==> src/timer16_pkg.sv <==
// Constants, register map and carrier types of the 16-bit waveform timer
package timer16_pkg;
	localparam int AXI_ADDR_W = 8;
	// Register byte offsets
	localparam logic [7:0] OFF_CTRL = 8'h00;
	localparam logic [7:0] OFF_FORCE = 8'h04;
	localparam logic [7:0] OFF_COUNT = 8'h08;
	localparam logic [7:0] OFF_CMPA = 8'h0C;
	localparam logic [7:0] OFF_CMPB = 8'h10;
	localparam logic [7:0] OFF_CAPTOP = 8'h14;
	localparam logic [7:0] OFF_FLAGS = 8'h18;
	localparam logic [7:0] OFF_STATUS = 8'h1C;
	// Waveform mode field encodings handled here
	localparam logic [3:0] MODE_NORMAL = 4'h0;
	localparam logic [3:0] MODE_CLR_A = 4'h4;
	localparam logic [3:0] MODE_FAST8 = 4'h5;
	localparam logic [3:0] MODE_FAST9 = 4'h6;
	localparam logic [3:0] MODE_FAST10 = 4'h7;
	localparam logic [3:0] MODE_CLR_CAP = 4'hC;
	localparam logic [3:0] MODE_FAST_CAP = 4'hE;
	localparam logic [3:0] MODE_FAST_A = 4'hF;
	// Compare output action field encodings
	localparam logic [1:0] ACT_NONE = 2'h0;
	localparam logic [1:0] ACT_TOGGLE = 2'h1;
	localparam logic [1:0] ACT_LOW_MATCH = 2'h2;
	localparam logic [1:0] ACT_HIGH_MATCH = 2'h3;
	// Counter values
	localparam logic [15:0] TOP_FIXED8 = 16'h00FF;
	localparam logic [15:0] TOP_FIXED9 = 16'h01FF;
	localparam logic [15:0] TOP_FIXED10 = 16'h03FF;
	localparam logic [15:0] COUNT_MAX = 16'hFFFF;
	localparam logic [15:0] COUNT_BOTTOM = 16'h0000;
	localparam logic [15:0] COUNT_ONE = 16'h0001;
	// Bit positions in the flag and force registers
	localparam int FLAG_OVF = 0;
	localparam int FLAG_MATCH_A = 1;
	localparam int FLAG_MATCH_B = 2;
	localparam int FLAG_CAPTURE = 3;
	localparam int FORCE_A = 0;
	localparam int FORCE_B = 1;
	localparam logic [1:0] RESP_OKAY = 2'h0;
	localparam logic [1:0] RESP_SLVERR = 2'h2;

	typedef struct packed {
		logic dir_b;
		logic dir_a;
		logic [1:0] act_b;
		logic [1:0] act_a;
		logic [3:0] mode;
	} ctrl_t;

	typedef struct packed {
		logic awvalid;
		logic [AXI_ADDR_W-1:0] awaddr;
		logic wvalid;
		logic [31:0] wdata;
		logic [3:0] wstrb;
		logic bready;
		logic arvalid;
		logic [AXI_ADDR_W-1:0] araddr;
		logic rready;
	} axi_req_t;

	typedef struct packed {
		logic awready;
		logic wready;
		logic bvalid;
		logic [1:0] bresp;
		logic arready;
		logic rvalid;
		logic [31:0] rdata;
		logic [1:0] rresp;
	} axi_rsp_t;

	typedef struct packed {
		logic [15:0] count;
		logic [15:0] cmpa_buf;
		logic [15:0] cmpa_act;
		logic [15:0] cmpb_buf;
		logic [15:0] cmpb_act;
		logic [15:0] captop;
		ctrl_t ctrl;
		logic [3:0] flags;
		logic out_a;
		logic out_b;
		logic block;
		logic aw_held;
		logic w_held;
		logic [AXI_ADDR_W-1:0] awaddr;
		logic [31:0] wdata;
		logic [3:0] wstrb;
		logic bvalid;
		logic [1:0] bresp;
		logic rvalid;
		logic [31:0] rdata;
		logic [1:0] rresp;
	} state_t;

	localparam state_t STATE_RST = '0;
endpackage

==> src/timer16_waveform_modes.sv <==
// Counting modes, compare outputs and register slave of the 16-bit waveform timer
`timescale 1ns/1ps
// How it works
// - Action zero leaves output state untouched
// - New action field used at next match
// - Force strobe applies action at once, non-PWM
// - Counting depends on waveform mode only
// - Mode zero counts up, wraps, writable
// - Normal overflow flag set as count becomes zero
// - Clear-on-match clears at compare A or capture
// - Clear-on-match TOP unbuffered; missed TOP wraps
// - Clear-on-match TOP sets its register's flag
// - Clear-on-match action one toggles output A
// - Clear-on-match overflow only at max rollover
// - Fast PWM fixed or register TOP, then clear
// - Fast PWM set/clear at match and bottom
// - Fast PWM actions two, three opposite polarity
// - Fast PWM overflow and TOP flag at TOP
// - Fixed TOP masks compare writes
// - Compare above TOP never matches
// - Capture TOP unbuffered in fast PWM
// - PWM compare buffered, loaded at TOP
// - Compare zero spikes, compare TOP is constant
// - Fast PWM toggle only with compare A TOP
// - Pin shows state only when direction output
// - Output states reset to zero

module timer16_waveform_modes
	import timer16_pkg::*;
(
	input wire logic clk, // System clock
	input wire logic rst, // Synchronous reset
	input wire logic timer_tick, // One pulse per timer clock
	input wire axi_req_t axi_req, // AXI4-Lite requests
	output axi_rsp_t axi_rsp, // AXI4-Lite answers
	output logic pin_a_out, // Channel A pin level
	output logic pin_a_en, // Channel A pin driven
	output logic pin_b_out, // Channel B pin level
	output logic pin_b_en // Channel B pin driven
);

	state_t s;
	state_t n;

	logic [3:0] mode;
	logic is_pwm;
	logic is_clr;
	logic is_norm;
	logic is_fixed;
	logic active;
	logic cap_top;
	logic [15:0] top;
	logic [15:0] eff_a;
	logic [15:0] eff_b;
	logic [15:0] cmp_mask;
	logic run;
	logic at_top;
	logic hit_a;
	logic hit_b;
	logic cap_hit;
	logic clear_cnt;
	logic wrap;
	logic ovf_set;
	logic aw_fire;
	logic w_fire;
	logic do_wr;
	logic [7:0] waddr;
	logic [7:0] raddr;
	logic [31:0] wd;
	logic [3:0] ws;
	logic wr_ctrl;
	logic wr_force;
	logic wr_count;
	logic wr_cmpa;
	logic wr_cmpb;
	logic wr_captop;
	logic wr_flags;
	logic wr_known;
	logic [3:0] flag_clr;
	logic force_a;
	logic force_b;
	logic [15:0] ctrl_merged;

	function automatic logic [15:0] merge16(input logic [15:0] old, input logic [31:0] d,
		input logic [3:0] st);
		merge16 = {st[1] ? d[15:8] : old[15:8], st[0] ? d[7:0] : old[7:0]};
	endfunction

	// Next output state of one channel
	function automatic logic wave_next(input logic cur, input logic [1:0] act, input logic pwm,
		input logic toggle_ok, input logic match, input logic bottom);
		wave_next = cur;
		if (!pwm)
		begin
			if (match)
			begin
				case (act)
					ACT_TOGGLE: wave_next = ~cur;
					ACT_LOW_MATCH: wave_next = 1'b0;
					ACT_HIGH_MATCH: wave_next = 1'b1;
					default: wave_next = cur;
				endcase
			end
		end
		else
		begin
			// Bottom wins over a match at TOP, so compare equal to TOP holds one level
			case (act)
				ACT_TOGGLE: wave_next = (match && toggle_ok) ? ~cur : cur;
				ACT_LOW_MATCH: wave_next = bottom ? 1'b1 : (match ? 1'b0 : cur);
				ACT_HIGH_MATCH: wave_next = bottom ? 1'b0 : (match ? 1'b1 : cur);
				default: wave_next = cur;
			endcase
		end
	endfunction

	// ----------------------------------------
	// Mode decode
	// ----------------------------------------
	assign mode = s.ctrl.mode;
	assign is_norm = (mode == MODE_NORMAL);
	assign is_clr = (mode == MODE_CLR_A) || (mode == MODE_CLR_CAP);
	assign is_fixed = (mode == MODE_FAST8) || (mode == MODE_FAST9) || (mode == MODE_FAST10);
	assign is_pwm = is_fixed || (mode == MODE_FAST_CAP) || (mode == MODE_FAST_A);
	assign cap_top = (mode == MODE_CLR_CAP) || (mode == MODE_FAST_CAP);
	assign active = is_norm || is_clr || is_pwm;

	// Non-PWM compares use the written value directly
	assign eff_a = is_pwm ? s.cmpa_act : s.cmpa_buf;
	assign eff_b = is_pwm ? s.cmpb_act : s.cmpb_buf;

	always_comb
	begin
		case (mode)
			MODE_CLR_A: top = eff_a;
			MODE_FAST8: top = TOP_FIXED8;
			MODE_FAST9: top = TOP_FIXED9;
			MODE_FAST10: top = TOP_FIXED10;
			MODE_CLR_CAP: top = s.captop;
			MODE_FAST_CAP: top = s.captop;
			MODE_FAST_A: top = s.cmpa_act;
			default: top = COUNT_MAX;
		endcase
	end

	assign cmp_mask = is_fixed ? top : COUNT_MAX;

	// ----------------------------------------
	// Counter events
	// ----------------------------------------
	// A count written by software blocks matches for one timer cycle
	assign run = timer_tick && active;
	assign at_top = (s.count == top) && !s.block;
	assign hit_a = run && !s.block && (s.count == eff_a);
	assign hit_b = run && !s.block && (s.count == eff_b);
	assign cap_hit = run && cap_top && at_top;
	assign clear_cnt = run && (is_clr || is_pwm) && at_top;
	assign wrap = run && (s.count == COUNT_MAX);
	assign ovf_set = is_pwm ? clear_cnt : wrap;

	// ----------------------------------------
	// Register bus decode
	// ----------------------------------------
	assign aw_fire = axi_req.awvalid && axi_rsp.awready;
	assign w_fire = axi_req.wvalid && axi_rsp.wready;
	assign do_wr = (s.aw_held || aw_fire) && (s.w_held || w_fire) && !s.bvalid;
	assign waddr = s.aw_held ? s.awaddr : axi_req.awaddr;
	assign raddr = {axi_req.araddr[7:2], 2'b00};
	assign wd = s.w_held ? s.wdata : axi_req.wdata;
	assign ws = s.w_held ? s.wstrb : axi_req.wstrb;

	always_comb
	begin
		wr_ctrl = 1'b0;
		wr_force = 1'b0;
		wr_count = 1'b0;
		wr_cmpa = 1'b0;
		wr_cmpb = 1'b0;
		wr_captop = 1'b0;
		wr_flags = 1'b0;
		wr_known = 1'b1;
		if ({waddr[7:2], 2'b00} == OFF_CTRL)
			wr_ctrl = do_wr;
		else if ({waddr[7:2], 2'b00} == OFF_FORCE)
			wr_force = do_wr;
		else if ({waddr[7:2], 2'b00} == OFF_COUNT)
			wr_count = do_wr;
		else if ({waddr[7:2], 2'b00} == OFF_CMPA)
			wr_cmpa = do_wr;
		else if ({waddr[7:2], 2'b00} == OFF_CMPB)
			wr_cmpb = do_wr;
		else if ({waddr[7:2], 2'b00} == OFF_CAPTOP)
			wr_captop = do_wr;
		else if ({waddr[7:2], 2'b00} == OFF_FLAGS)
			wr_flags = do_wr;
		else if ({waddr[7:2], 2'b00} != OFF_STATUS)
			wr_known = 1'b0;
	end

	assign flag_clr = (wr_flags && ws[0]) ? wd[3:0] : 4'h0;
	assign force_a = wr_force && ws[0] && wd[FORCE_A] && !is_pwm;
	assign force_b = wr_force && ws[0] && wd[FORCE_B] && !is_pwm;
	assign ctrl_merged = merge16({6'h00, s.ctrl}, wd, ws);

	// ----------------------------------------
	// Next state
	// ----------------------------------------
	always_comb
	begin
		n = s;
		if (run)
		begin
			n.block = 1'b0;
			if (clear_cnt)
				n.count = COUNT_BOTTOM;
			else
				n.count = 16'(s.count + COUNT_ONE);
		end
		// Double buffered compares load at TOP, with the counter clear
		if (is_pwm && clear_cnt)
		begin
			n.cmpa_act = s.cmpa_buf;
			n.cmpb_act = s.cmpb_buf;
		end
		else if (!is_pwm)
		begin
			n.cmpa_act = s.cmpa_buf;
			n.cmpb_act = s.cmpb_buf;
		end
		// Hardware set wins over a software clear in the same cycle
		n.flags = (s.flags & ~flag_clr) | {cap_hit, hit_b, hit_a, ovf_set};
		n.out_a = wave_next(s.out_a, s.ctrl.act_a, is_pwm, mode == MODE_FAST_A,
			hit_a || force_a, clear_cnt && is_pwm);
		n.out_b = wave_next(s.out_b, s.ctrl.act_b, is_pwm, 1'b0,
			hit_b || force_b, clear_cnt && is_pwm);
		if (wr_ctrl)
			n.ctrl = ctrl_t'(ctrl_merged[9:0]);
		if (wr_count)
		begin
			n.count = merge16(s.count, wd, ws);
			n.block = 1'b1;
		end
		if (wr_cmpa)
			n.cmpa_buf = merge16(s.cmpa_buf, wd, ws) & cmp_mask;
		if (wr_cmpb)
			n.cmpb_buf = merge16(s.cmpb_buf, wd, ws) & cmp_mask;
		if (wr_captop)
			n.captop = merge16(s.captop, wd, ws) & cmp_mask;
		// Write channels
		if (aw_fire)
		begin
			n.aw_held = 1'b1;
			n.awaddr = axi_req.awaddr;
		end
		if (w_fire)
		begin
			n.w_held = 1'b1;
			n.wdata = axi_req.wdata;
			n.wstrb = axi_req.wstrb;
		end
		if (s.bvalid && axi_req.bready)
			n.bvalid = 1'b0;
		if (do_wr)
		begin
			n.aw_held = 1'b0;
			n.w_held = 1'b0;
			n.bvalid = 1'b1;
			n.bresp = wr_known ? RESP_OKAY : RESP_SLVERR;
		end
		// Read channel
		if (s.rvalid && axi_req.rready)
			n.rvalid = 1'b0;
		if (axi_req.arvalid && axi_rsp.arready)
		begin
			n.rvalid = 1'b1;
			n.rresp = RESP_OKAY;
			if (raddr == OFF_CTRL)
				n.rdata = {22'h000000, s.ctrl};
			else if (raddr == OFF_FORCE)
				n.rdata = 32'h00000000;
			else if (raddr == OFF_COUNT)
				n.rdata = {16'h0000, s.count};
			else if (raddr == OFF_CMPA)
				n.rdata = {16'h0000, s.cmpa_buf};
			else if (raddr == OFF_CMPB)
				n.rdata = {16'h0000, s.cmpb_buf};
			else if (raddr == OFF_CAPTOP)
				n.rdata = {16'h0000, s.captop};
			else if (raddr == OFF_FLAGS)
				n.rdata = {28'h0000000, s.flags};
			else if (raddr == OFF_STATUS)
				n.rdata = {30'h00000000, s.out_b, s.out_a};
			else
			begin
				n.rdata = 32'h00000000;
				n.rresp = RESP_SLVERR;
			end
		end
	end

	always_ff @(posedge clk)
	begin
		if (rst)
			s <= STATE_RST;
		else
			s <= n;
	end

	// ----------------------------------------
	// Outputs
	// ----------------------------------------
	assign axi_rsp.awready = !s.aw_held && !s.bvalid;
	assign axi_rsp.wready = !s.w_held && !s.bvalid;
	assign axi_rsp.bvalid = s.bvalid;
	assign axi_rsp.bresp = s.bresp;
	assign axi_rsp.arready = !s.rvalid;
	assign axi_rsp.rvalid = s.rvalid;
	assign axi_rsp.rdata = s.rdata;
	assign axi_rsp.rresp = s.rresp;
	assign pin_a_out = s.out_a && s.ctrl.dir_a;
	assign pin_a_en = s.ctrl.dir_a;
	assign pin_b_out = s.out_b && s.ctrl.dir_b;
	assign pin_b_en = s.ctrl.dir_b;

	// ----------------------------------------
	// Checks
	// ----------------------------------------
	chk_none_holds_a: assert property (@(posedge clk) disable iff (rst)
		(s.ctrl.act_a == ACT_NONE) && !wr_ctrl |=> $stable(s.out_a))
	else $error("output A changed with action none");

	chk_force_sets_a: assert property (@(posedge clk) disable iff (rst)
		force_a && (s.ctrl.act_a == ACT_HIGH_MATCH) |=> s.out_a)
	else $error("force did not set output A");

	chk_normal_wrap: assert property (@(posedge clk) disable iff (rst)
		is_norm && timer_tick && (s.count == COUNT_MAX) && !wr_count
		|=> (s.count == COUNT_BOTTOM) && s.flags[FLAG_OVF])
	else $error("normal mode wrap or overflow flag wrong");

	chk_clr_clear: assert property (@(posedge clk) disable iff (rst)
		is_clr && timer_tick && !s.block && (s.count == top) && !wr_count
		|=> s.count == COUNT_BOTTOM)
	else $error("clear-on-match did not clear");

	chk_clr_no_ovf: assert property (@(posedge clk) disable iff (rst)
		is_clr && !s.flags[FLAG_OVF] && (s.count != COUNT_MAX) |=> !s.flags[FLAG_OVF])
	else $error("overflow flag set without rollover");

	chk_pwm_reload: assert property (@(posedge clk) disable iff (rst)
		is_pwm && clear_cnt |=> (s.cmpa_act == $past(s.cmpa_buf)) && s.flags[FLAG_OVF])
	else $error("compare A not reloaded at TOP");

	chk_pwm_buffered: assert property (@(posedge clk) disable iff (rst)
		is_pwm && wr_cmpa && !clear_cnt && !wr_ctrl |=> $stable(s.cmpa_act))
	else $error("buffered compare A changed early");

	chk_bottom_sets_a: assert property (@(posedge clk) disable iff (rst)
		is_pwm && (s.ctrl.act_a == ACT_LOW_MATCH) && clear_cnt && !wr_ctrl |=> s.out_a)
	else $error("output A not set at bottom");

	chk_fixed_mask: assert property (@(posedge clk) disable iff (rst)
		(mode == MODE_FAST8) && wr_cmpa |=> s.cmpa_buf[15:8] == 8'h00)
	else $error("compare A not masked to TOP");

	chk_pwm_top_clear: assert property (@(posedge clk) disable iff (rst)
		(mode == MODE_FAST9) && timer_tick && !s.block && (s.count == TOP_FIXED9) && !wr_count
		|=> s.count == COUNT_BOTTOM)
	else $error("fast PWM did not clear after TOP");

endmodule

==> config.mk <==
export PLATFORM = sky130hd
export DESIGN_NAME = timer16_waveform_modes
export DESIGN_NICKNAME = d
export VERILOG_FILES = /design/src/timer16_pkg.sv /design/src/timer16_waveform_modes.sv
export SDC_FILE = /design/constraint.sdc
export NUM_CORES = 1
export LEC_CHECK = 0
export ABC_CLOCK_PERIOD_IN_PS = 3700
export BUFFER_PORTS_ARGS = -buffer_cell sky130_fd_sc_hd__clkbuf_2
export CORE_UTILIZATION = 30
export CTS_BUF_LIST = sky130_fd_sc_hd__clkbuf_8
export DETAILED_ROUTE_END_ITERATION = 10
export PLACE_DENSITY = 0.49
export SYNTH_ARGS = -nofsm -noshare
export SYNTH_HDL_FRONTEND = slang
export SYNTH_SLANG_ARGS = --single-unit
==> constraint.sdc <==
create_clock -name clk -period 3.7 [get_ports clk]
set_input_delay 0.925 -clock clk [delete_from_list [all_inputs] [get_ports clk]]
set_output_delay 0.925 -clock clk [all_outputs]
set_load 0.01 [all_outputs]
==> Word-level counts from Yosys, hierarchy flattened <==
Index checks and enable logic that the tools add are counted.
{ "op_classes": {"bitwise": 8, "n_lt_le_gt_ge": 0, "n_mux": 98, "n_mul": 0, "n_addsub": 1, "n_div": 0, "n_eq_ne": 39, "reduce_logical": 66, "n_shift": 0} }
{ "op_table": {"columns": ["cell", "n"], "rows": [
  ["2-to-1 mux 16 bit", 14],
  ["one-hot mux 16 bit (6 select lines)", 1],
  ["2-to-1 mux 8 bit", 9],
  ["2-to-1 mux 1 bit", 54],
  ["bitwise AND 16 bit", 3],
  ["equality test 16 bit", 3],
  ["equality test 6 x 3 -> 1 bit, second input constant", 7],
  ["2-to-1 mux 35 bit", 1],
  ["2-to-1 mux 32 bit", 1],
  ["logical AND 1 bit", 29],
  ["equality test 6 x 2 -> 1 bit, second input constant", 4],
  ["2-to-1 mux 2 bit", 11],
  ["adder 16 x 1 -> 16 bit, second input constant", 1],
  ["equality test 16 bit, second input constant", 1],
  ["equality test 4 x 3 -> 1 bit, second input constant", 4],
  ["inequality test 3 bit, second input constant", 5],
  ["logical OR 1 bit", 13],
  ["equality test 4 bit, second input constant", 3],
  ["equality test 6 x 1 -> 1 bit, second input constant", 2],
  ["AND reduction 5 bit", 2],
  ["nonzero test 2 bit", 5],
  ["one-hot mux 1 bit (3 select lines)", 3],
  ["equality test 2 bit, second input constant", 4],
  ["logical NOT 8 bit", 1],
  ["other kinds (17)", 31]
]} }
{ "totals": {"latch_bits": 0, "out_inout_bits": 45, "regBits": 179, "memories": 0, "word_cells": 238, "romBits": 0, "in_bits": 60, "ramBits": 0} }

==> Logic depth before layout (Yosys ltp) <==
Gate-level depths: netlist (run 1).
{ "logic_depth": {"ltp_word": 18, "mapped_depth": 11, "mapped_depth_nobuf": 8} }

==> Worst setup path after synthesis (run 1) <==
No wires, ideal clock.
{ "synth_timing": {"path_type": "input to register", "start": "input port axi_req[53] (netlist name)", "end": "register s[171] (netlist name)", "t_required_ns": 3.614, "setup_time_ns": 0.086, "stages": 9, "path_buffers": 3, "t_arrival_ns": 2.635, "path_slack_ns": 0.980, "path_cell_list": "or4_1 -> o22ai_1 -> and3_1 -> buf_2 -> and2_1 -> buf_2 -> buf_2 -> nor2_1 -> a211oi_1"} }
{ "synth_between": {"elab_chain_len": 6, "elab_cells_between_ends": 9, "cone_classes": "eq/ne (3); mux (5); reduce/logical (1)"} }
{ "synth_rtl": {"columns": ["element", "line", "text"], "rows": [
  ["from (decl)", "timer16_waveform_modes.sv:34", "input wire axi_req_t axi_req,"],
  ["2-to-1 mux 8 bit *", "timer16_waveform_modes.sv:167", "assign waddr = s.aw_held ? s.awaddr : axi_req.awaddr;"],
  ["equality test 6 x 2 -> 1 bit", "timer16_waveform_modes.sv:188", "else if ({waddr[7:2], 2'b00} == OFF_CMPA)"],
  ["2-to-1 mux 1 bit", "timer16_waveform_modes.sv:188", null],
  ["2-to-1 mux 1 bit", "timer16_waveform_modes.sv:186", "else if ({waddr[7:2], 2'b00} == OFF_COUNT)"],
  ["2-to-1 mux 1 bit", "timer16_waveform_modes.sv:184", "else if ({waddr[7:2], 2'b00} == OFF_FORCE)"],
  ["2-to-1 mux 1 bit *", "timer16_waveform_modes.sv:182", "if ({waddr[7:2], 2'b00} == OFF_CTRL)"],
  ["to (signal assigned)", "timer16_waveform_modes.sv:306", "s <= n;"],
  ["to (decl)", "timer16_waveform_modes.sv:42", "state_t s;"]
]} }
Every way passes the cells marked *; elsewhere a longest branch is shown, timed or not.
A chain may end at the register's enable or synchronous reset.

==> Final worst setup path (run 1) <==
{ "layout_timing": {"start": "register s (netlist bit mode[1])", "end": "register s[187] (netlist name)"} }
{ "layout_between": {"elab_chain_len": 13, "elab_cells_between_ends": 29, "cone_classes": "eq/ne (8); mux (5); reduce/logical (16)"} }
{ "layout_rtl": {"columns": ["element", "line", "text"], "rows": [
  ["equality test 4 x 3 -> 1 bit", "timer16_waveform_modes.sv:123, timer16_waveform_modes.sv:134", null],
  ["logical OR 1 bit (2 in a row)", "timer16_waveform_modes.sv:123", "assign is_fixed = (mode == MODE_FAST8) || (mode == MODE_FAST9) || (mode == MODE_FAST10);"],
  ["logical OR 1 bit (2 in a row)", "timer16_waveform_modes.sv:124", "assign is_pwm = is_fixed || (mode == MODE_FAST_CAP) || (mode == MODE_FAST_A);"],
  ["2-to-1 mux 16 bit", null, null],
  ["one-hot mux 16 bit (6 select lines)", "timer16_waveform_modes.sv:134", "case (mode)"],
  ["equality test 16 bit", "timer16_waveform_modes.sv:153", "assign at_top = (s.count == top) && !s.block;"],
  ["logical AND 1 bit", "timer16_waveform_modes.sv:153", null],
  ["logical AND 1 bit", "timer16_waveform_modes.sv:157", "assign clear_cnt = run && (is_clr || is_pwm) && at_top;"],
  ["2-to-1 mux 16 bit", "timer16_waveform_modes.sv:214", "if (clear_cnt)"],
  ["2-to-1 mux 16 bit", "timer16_waveform_modes.sv:211", "if (run)"],
  ["2-to-1 mux 16 bit", "timer16_waveform_modes.sv:238", "if (wr_count)"]
]} }
Several ways; a longest one is shown, not always the timed one. The select of a mux whose other input is x is not followed.

==> metrics, run 1 <==
later-pin clock latency in the skew report=0.46 ns; clock-pin slew on the worst setup and hold paths=0.09 ns; 1st-pass router iterations=6; Max Root-Sink Buffers=2; Hold Crit Class=reg2reg; Ys Warns=0; post-synthesis sequential area ratio=0.344; vias in the first global route=8167; hpwl dp=24.0 mm; ranking of synthesized cells by area=dfxtp_1 34%, mux2i_1 8.4%, nor2_1 7.6%; ys flop type=dfxtp_1; hold path cells=2; worst vdd ir=0.175 mV; worst r2r path cells=10; post-route ant nets=0; Fin. Hold Viols=0; CTS tree=yes; H-Tree Depth=4; overall die width=178 um; Num Clock Sinks=159; DRC viols=0; DRT Wirelength=32.8 mm; most common cell in the netlist=nor2_1; fin area=10200 um^2; FP Rows=63; RSZ-0062 raised after global routing=no; Vias=8651; Total GRT Usage=0.212; Setup TNS=0 ns; final hold slack=0.453 ns; I/O pins=105; clock skew=0.0148 ns; WL/cell=20.7 um; core box area=30000 um^2; layout cells sized above 1=0.147; Num CTS Buffers=17; Crit path required time=4.02 ns; placed cell area=9860 um^2; remaining global-route overflow=0; crit path capture type=flip-flop; fin crit period=3.40 ns; fraction of registers with async set/reset=0; initial antenna violation count=0; post-synthesis cell count=1159; Initial DRC Count=950; Final nets=1246; area share of the largest cell type after synthesis=0.344; Post-synth EDFFs=0; gpl congestion=0.921; Synth-to-Final Area Change=10.6%; die area=31500 um^2; drt via density=5.45; post-CTS setup buffer count=0; Buffers on Ports=64; Root Buffer=clkbuf_8; final worst-path cycle share=0.919; Yosys cell types=80; global-route wire length before repair=50.4 mm; Initial Util=0.309; pin count of the biggest net entering global routing=86; critical path arrival=3.72 ns; #FFs+latches synth=159; # diodes=0; PD cells=356 nW/um^2; crit start category=flip-flop; Rel. slew slack=0.343; CTS Hold Buffers Added=0; Max-Cap Viols=0; chip height=178 um; worst slew pin tran=0.958 ns; area of the mapped netlist=9250 um^2; status=complete, no violations; Syn Area/Cell=7.98 um^2; Crit Path Class=reg2reg; Post-synth top cells=187 x nor2_1, 159 x dfxtp_1, 85 x a21oi_1; maximum clock frequency=0.294 GHz; cell taking the most area after synthesis=dfxtp_1; Gates resized, CTS repair=0; Lkg Pwr=3.66 nW; final setup fails=0; CP Max Fanout=17; Final Slew Violations=0
[metal layers]
metal  routed length (um)  track usage  share of wire
met1                15300        0.301           0.47
met2                14000        0.316           0.43
met5                    0            0              0
met4                  712       0.0591          0.022
met3                 2820       0.0501          0.086
[state kept, by name, indices dropped and copies added, names as in the netlist]
signal,count
pin_a_en,1
mode,4
axi_rsp,20
pin_b_en,1
s,133
[report_power, final]
part	total [W]	switching [W]	internal (W)
clock network	0.00131	0.000710	0.000596
logic	0.000506	0.000326	0.000180
registers	0.00183	0.0000638	0.00176
[critical path, cell delays in order, from the launching register on]
cell,delay [ns]
dfxtp_1,0.58
buf_4,0.31
or4b_2,0.63
o311ai_1,0.12
xnor2_1,0.19
o21ai_1,0.18
nor4_4,0.49
buf_4,0.22
nand3_1,0.19
o21ai_0,0.22
a221oi_1,0.13
[final timing paths]
check / from / endpoint / slack (ns)
worst max-delay path: mode[1]$_SDFFE_PP0P_ / s[187]$_SDFFE_PP0P_ / 0.30
worst min-delay path: s[47]$_SDFFE_PP0P_ / s[47]$_SDFFE_PP0P_ / 0.45
worst max register to register: mode[1]$_SDFFE_PP0P_ / s[187]$_SDFFE_PP0P_ / 0.30
worst min register to register: s[47]$_SDFFE_PP0P_ / s[47]$_SDFFE_PP0P_ / 0.45
[area by class of cell]
cell class,count,area [um^2]
Inverter,41,154
Sequential cell,159,3180
Timing Repair Buffer,114,736
Fill cell,3236,19700
Clock inverter,14,143
Clock buffer,17,234
Tap cell,390,488
Multi-Input combinational cell,852,5300
[cell usage in the layout, fill, tap and decap left out, types with 5 or more instances in the layout]
| cell type | synthesis | layout |
|---|---|---|
| nor2_1 | 187 | 187 |
| dfxtp_1 | 159 | 159 |
| a21oi_1 | 85 | 85 |
| mux2i_1 | 78 | 78 |
| nand2_1 | 77 | 77 |
| clkbuf_2 | 0 | 63 |
| buf_4 | 39 | 48 |
| inv_1 | 41 | 42 |
| o21ai_0 | 32 | 32 |
| a211oi_1 | 31 | 31 |
| nor3_1 | 27 | 27 |
| a22oi_1 | 26 | 26 |
| a31oi_1 | 25 | 25 |
| a221oi_1 | 23 | 23 |
| o22ai_1 | 21 | 21 |
| conb_1 | 1 | 18 |
| xnor2_1 | 17 | 17 |
| clkbuf_8 | 0 | 17 |
| nand3_1 | 15 | 15 |
| xor2_1 | 15 | 15 |
| and2_1 | 11 | 11 |
| nand2b_1 | 9 | 9 |
| nor2b_1 | 9 | 8 |
| mux2_2 | 7 | 7 |
| o21a_1 | 7 | 7 |
| o211ai_1 | 7 | 7 |
| nand4_1 | 6 | 6 |
| or2_2 | 6 | 6 |
| and3_1 | 5 | 5 |
| and3b_1 | 5 | 5 |
| o21ai_1 | 5 | 5 |
| a2111oi_0 | 5 | 5 |
| o2bb2ai_1 | 5 | 5 |
[cell families (layout without fill, tap and decap cells)]
group | count (synthesis) | in the layout | synth area share
flip-flops | 159 | 159 | 0.344
adder cells (fa/ha/maj) | 1 | 1 | 0.00135
AO/OA/AOI/OAI | 316 | 316 | 0.230
XOR/XNOR | 32 | 32 | 0.0303
AND/OR/NAND/NOR | 397 | 397 | 0.205
buffers and inverters | 165 | 186 | 0.0913
other | 1 | 18 | 0.000405
multiplexers | 88 | 88 | 0.0974
[through the flow]
step | power [W] | util | worst slack, ns | cells
detailed placement | 0.00237 | 0.329 | 0.342 | 1556
global route | 0.00380 | 0.342 | 0.151 | 1587
global placement | 0.00237 | 0.329 | 0.356 | 1556
CTS | 0.00367 | 0.342 | 0.334 | 1587
finish | 0.00364 | 0.342 | 0.299 | 1587
floorplan | 0.00221 | - | 0.980 | 1176
No activity file was read; power rests on OpenSTA's default activity.
==> run 2: changes to the inputs <==
ABC_CLOCK_PERIOD_IN_PS = 2850   (was 3700)
CTS_CLUSTER_SIZE = 16   (was not set)
HOLD_SLACK_MARGIN = 0.08   (was not set)
PLACE_DENSITY = 0.5   (was 0.49)
clock period = 2.85 ns   (was 3.7 ns; I/O delays follow)
==> run 2 against run 1 <==
Net effect: hold slack lost 0.031 ns; critical path depth grew 2; highest routed layer unchanged; first-iteration DRC count shrank 19%; sequential cell count is the same; critical endpoint is now s[86]$_SDFFE_PP0P_; die area is the same; non-clock buffer count grew 76; largest power group unchanged.
==> metrics, run 2 (synthesis results as in run 1) <==
Max-Cap Viols=0 (unchanged); sw frac=0.296 (-0.00643); Net Sw Power=0.00143 W (+30%); Pint=0.00341 W (+34%); Crit path required time=3.27 ns (-0.75 ns); sequential power share=0.486 (-0.016); Initial Util=0.309 (unchanged); maximum clock frequency=0.355 GHz (+21%); Placed Cells=1626 (+4.5%); Initial DRC Count=773 (-19%); FP Rows=63 (unchanged); Num Clock Sinks=159 (unchanged); max reg flops=133 (unchanged); Buffers on Ports=64 (unchanged); hold path cells=2 (unchanged); DRC viols=0 (unchanged); CTS tree=yes; Clock power frac=0.362 (+0.003); drt via density=5.47 (+0.28%); DRT Wirelength=33.8 mm (+2.9%); PD cells=439 nW/um^2 (+23%); I/O pins=105 (unchanged); placed cell area=10500 um^2 (+6.3%); gpl congestion=0.935 (+1.5%); Filler Cell Count=3194 (-1.3%); most frequent cells in the layout=187 x nor2_1, 157 x dfxtp_1, 110 x buf_4; Total GRT Usage=0.217 (+0.00489); worst vdd ir=0.467 mV (+170%); 1st-pass router iterations=7 (+1); remaining global-route overflow=0 (unchanged); crit path capture type=flip-flop; RSZ-0062 raised after global routing=yes; Hold Crit Class=in2reg; critical path arrival=3.24 ns (-0.48 ns); Crit Path Class=reg2reg; initial antenna violation count=0 (unchanged); hold_sp=axi_req[0]; Synth-to-Final Area Change=19.3%; hpwl dp=25.1 mm (+4.7%); Max Root-Sink Buffers=2 (unchanged); # diodes=0 (unchanged); final hold slack=0.423 ns (-0.0307 ns); crit start category=flip-flop; Comb power frac=0.152 (+0.013); final setup fails=0 (unchanged); Most flops, register=s; Fin. Hold Viols=0 (unchanged); layout cells sized above 1=0.207 (+0.0596); overall die width=178 um (unchanged); Rel. slew slack=0.505 (+0.161); fin area=11000 um^2 (+7.9%); post-route ant nets=0 (unchanged); chip height=178 um (unchanged); CP Max Fanout=16 (-1); final worst-path cycle share=0.987 (+0.0683); Root Buffer=clkbuf_8; pin count of the biggest net entering global routing=70 (-19%); core box area=30000 um^2 (unchanged); worst flop-to-flop path startpoint=mode[1]$_SDFFE_PP0P_; Hold Path Sink=axi_rsp[34]$_SDFFE_PP0P_; CTS Hold Buffers Added=0 (unchanged); Vias=9091 (+5.1%); most common cell after layout, fill and taps aside=nor2_1; Lkg Pwr=4.12 nW (+13%); worst r2r path cells=12 (+2); clock skew=0.0197 ns (+0.00492 ns); WL/cell=20.3 um (-1.8%); vias in the first global route=8272 (+1.3%); Non-Filler Instances=1663 (+4.8%); Setup TNS=0 ns (unchanged); Num CTS Buffers=17 (unchanged); flop-to-flop setup slack=0.04 ns (-0.26 ns); fin crit period=2.81 ns (-0.587 ns); Final Slew Violations=0 (unchanged); global-route wire length before repair=50.9 mm (+1.0%); r2r endpoint=s[86]$_SDFFE_PP0P_; Util after Layout=0.369 (+0.0270); worst slew pin tran=0.722 ns (-0.235 ns); Final nets=1322 (+6.1%); die area=31500 um^2 (unchanged); H-Tree Depth=4 (unchanged); later-pin clock latency in the skew report=0.47 ns (about the same); status=complete, no violations; clock-pin slew on the worst setup and hold paths=0.10 ns (about the same)
-- run 2: power by group through the flow --
stage	combinational [W]	clock, W	sequential [W]
4_1_cts	0.000726	0.00179	0.00235
5_1_grt	0.000799	0.00189	0.00236
3_3_place_gp	0.000721	0	0.00240
3_5_place_dp	0.000722	0	0.00241
2_1_floorplan	0.000490	0	0.00237
6_report	0.000738	0.00175	0.00235
-- run 2: routing by layer --
| metal | global-route usage | up-vias | wire, um |
|---|---|---|---|
| met5 | 0 | - | 0 |
| met4 | 0.0548 | 0 | 570 |
| met3 | 0.0383 | 28 | 2560 |
| met2 | 0.325 | 368 | 14400 |
| met1 | 0.316 | 4377 | 16300 |
| li1 | - | 4318 | - |
-- run 2: repair_timing --
action	in CTS	in global routing
gates resized for setup	3	19
buffers inserted	0	5
setup endpoints to repair	28	48
gates cloned	0	1
pin swaps	2	14
hold endpoints to repair	0	0
-- run 2: worst max-delay path by stage --
stage,from,endpoint,slack (ns)
floorplan,mode[1]$_SDFFE_PP0P_,s[182]$_SDFFE_PP0P_,0.22
global placement,mode[1]$_SDFFE_PP0P_,s[86]$_SDFFE_PP0P_,-0.12
detailed placement,mode[1]$_SDFFE_PP0P_,s[86]$_SDFFE_PP0P_,-0.09
CTS,mode[0]$_SDFFE_PP0P_,s[153]$_SDFF_PP0_,0.01
global route,mode[1]$_SDFFE_PP0P_,s[188]$_SDFFE_PP0P_,-0.02
finish,mode[1]$_SDFFE_PP0P_,s[86]$_SDFFE_PP0P_,0.04
-- run 2: metrics by stage --
step / setup slack [ns] / total power (W)
2_1_floorplan: 0.224 / 0.00286
3_3_place_gp: -0.120 / 0.00313
3_5_place_dp: -0.0948 / 0.00313
4_1_cts: 0.0131 / 0.00487
5_1_grt: -0.0175 / 0.00505
6_report: 0.0358 / 0.00484
-- run 2: worst max-delay path, cell delays in order, from the launching register on --
cell	delay, ns
dfxtp_1	0.34
buf_12	0.16
buf_6	0.14
mux2_4	0.28
o22a_1	0.18
o211ai_1	0.31
nand4_2	0.23
buf_4	0.21
nor4_4	0.29
buf_4	0.17
nand2_1	0.09
a31oi_1	0.19
o2111a_1	0.18
-- run 2: cell type report --
type | count | area (um^2) | area share
clock inverters | 14 | 153 | 0.0138
repair buffers | 190 | 1450 | 0.131
flip-flops and latches | 159 | 3190 | 0.289
clock buffers | 17 | 234 | 0.0212
well taps | 390 | 488 | 0.0442
multi-input cells | 852 | 5370 | 0.487
inverters | 41 | 154 | 0.0139
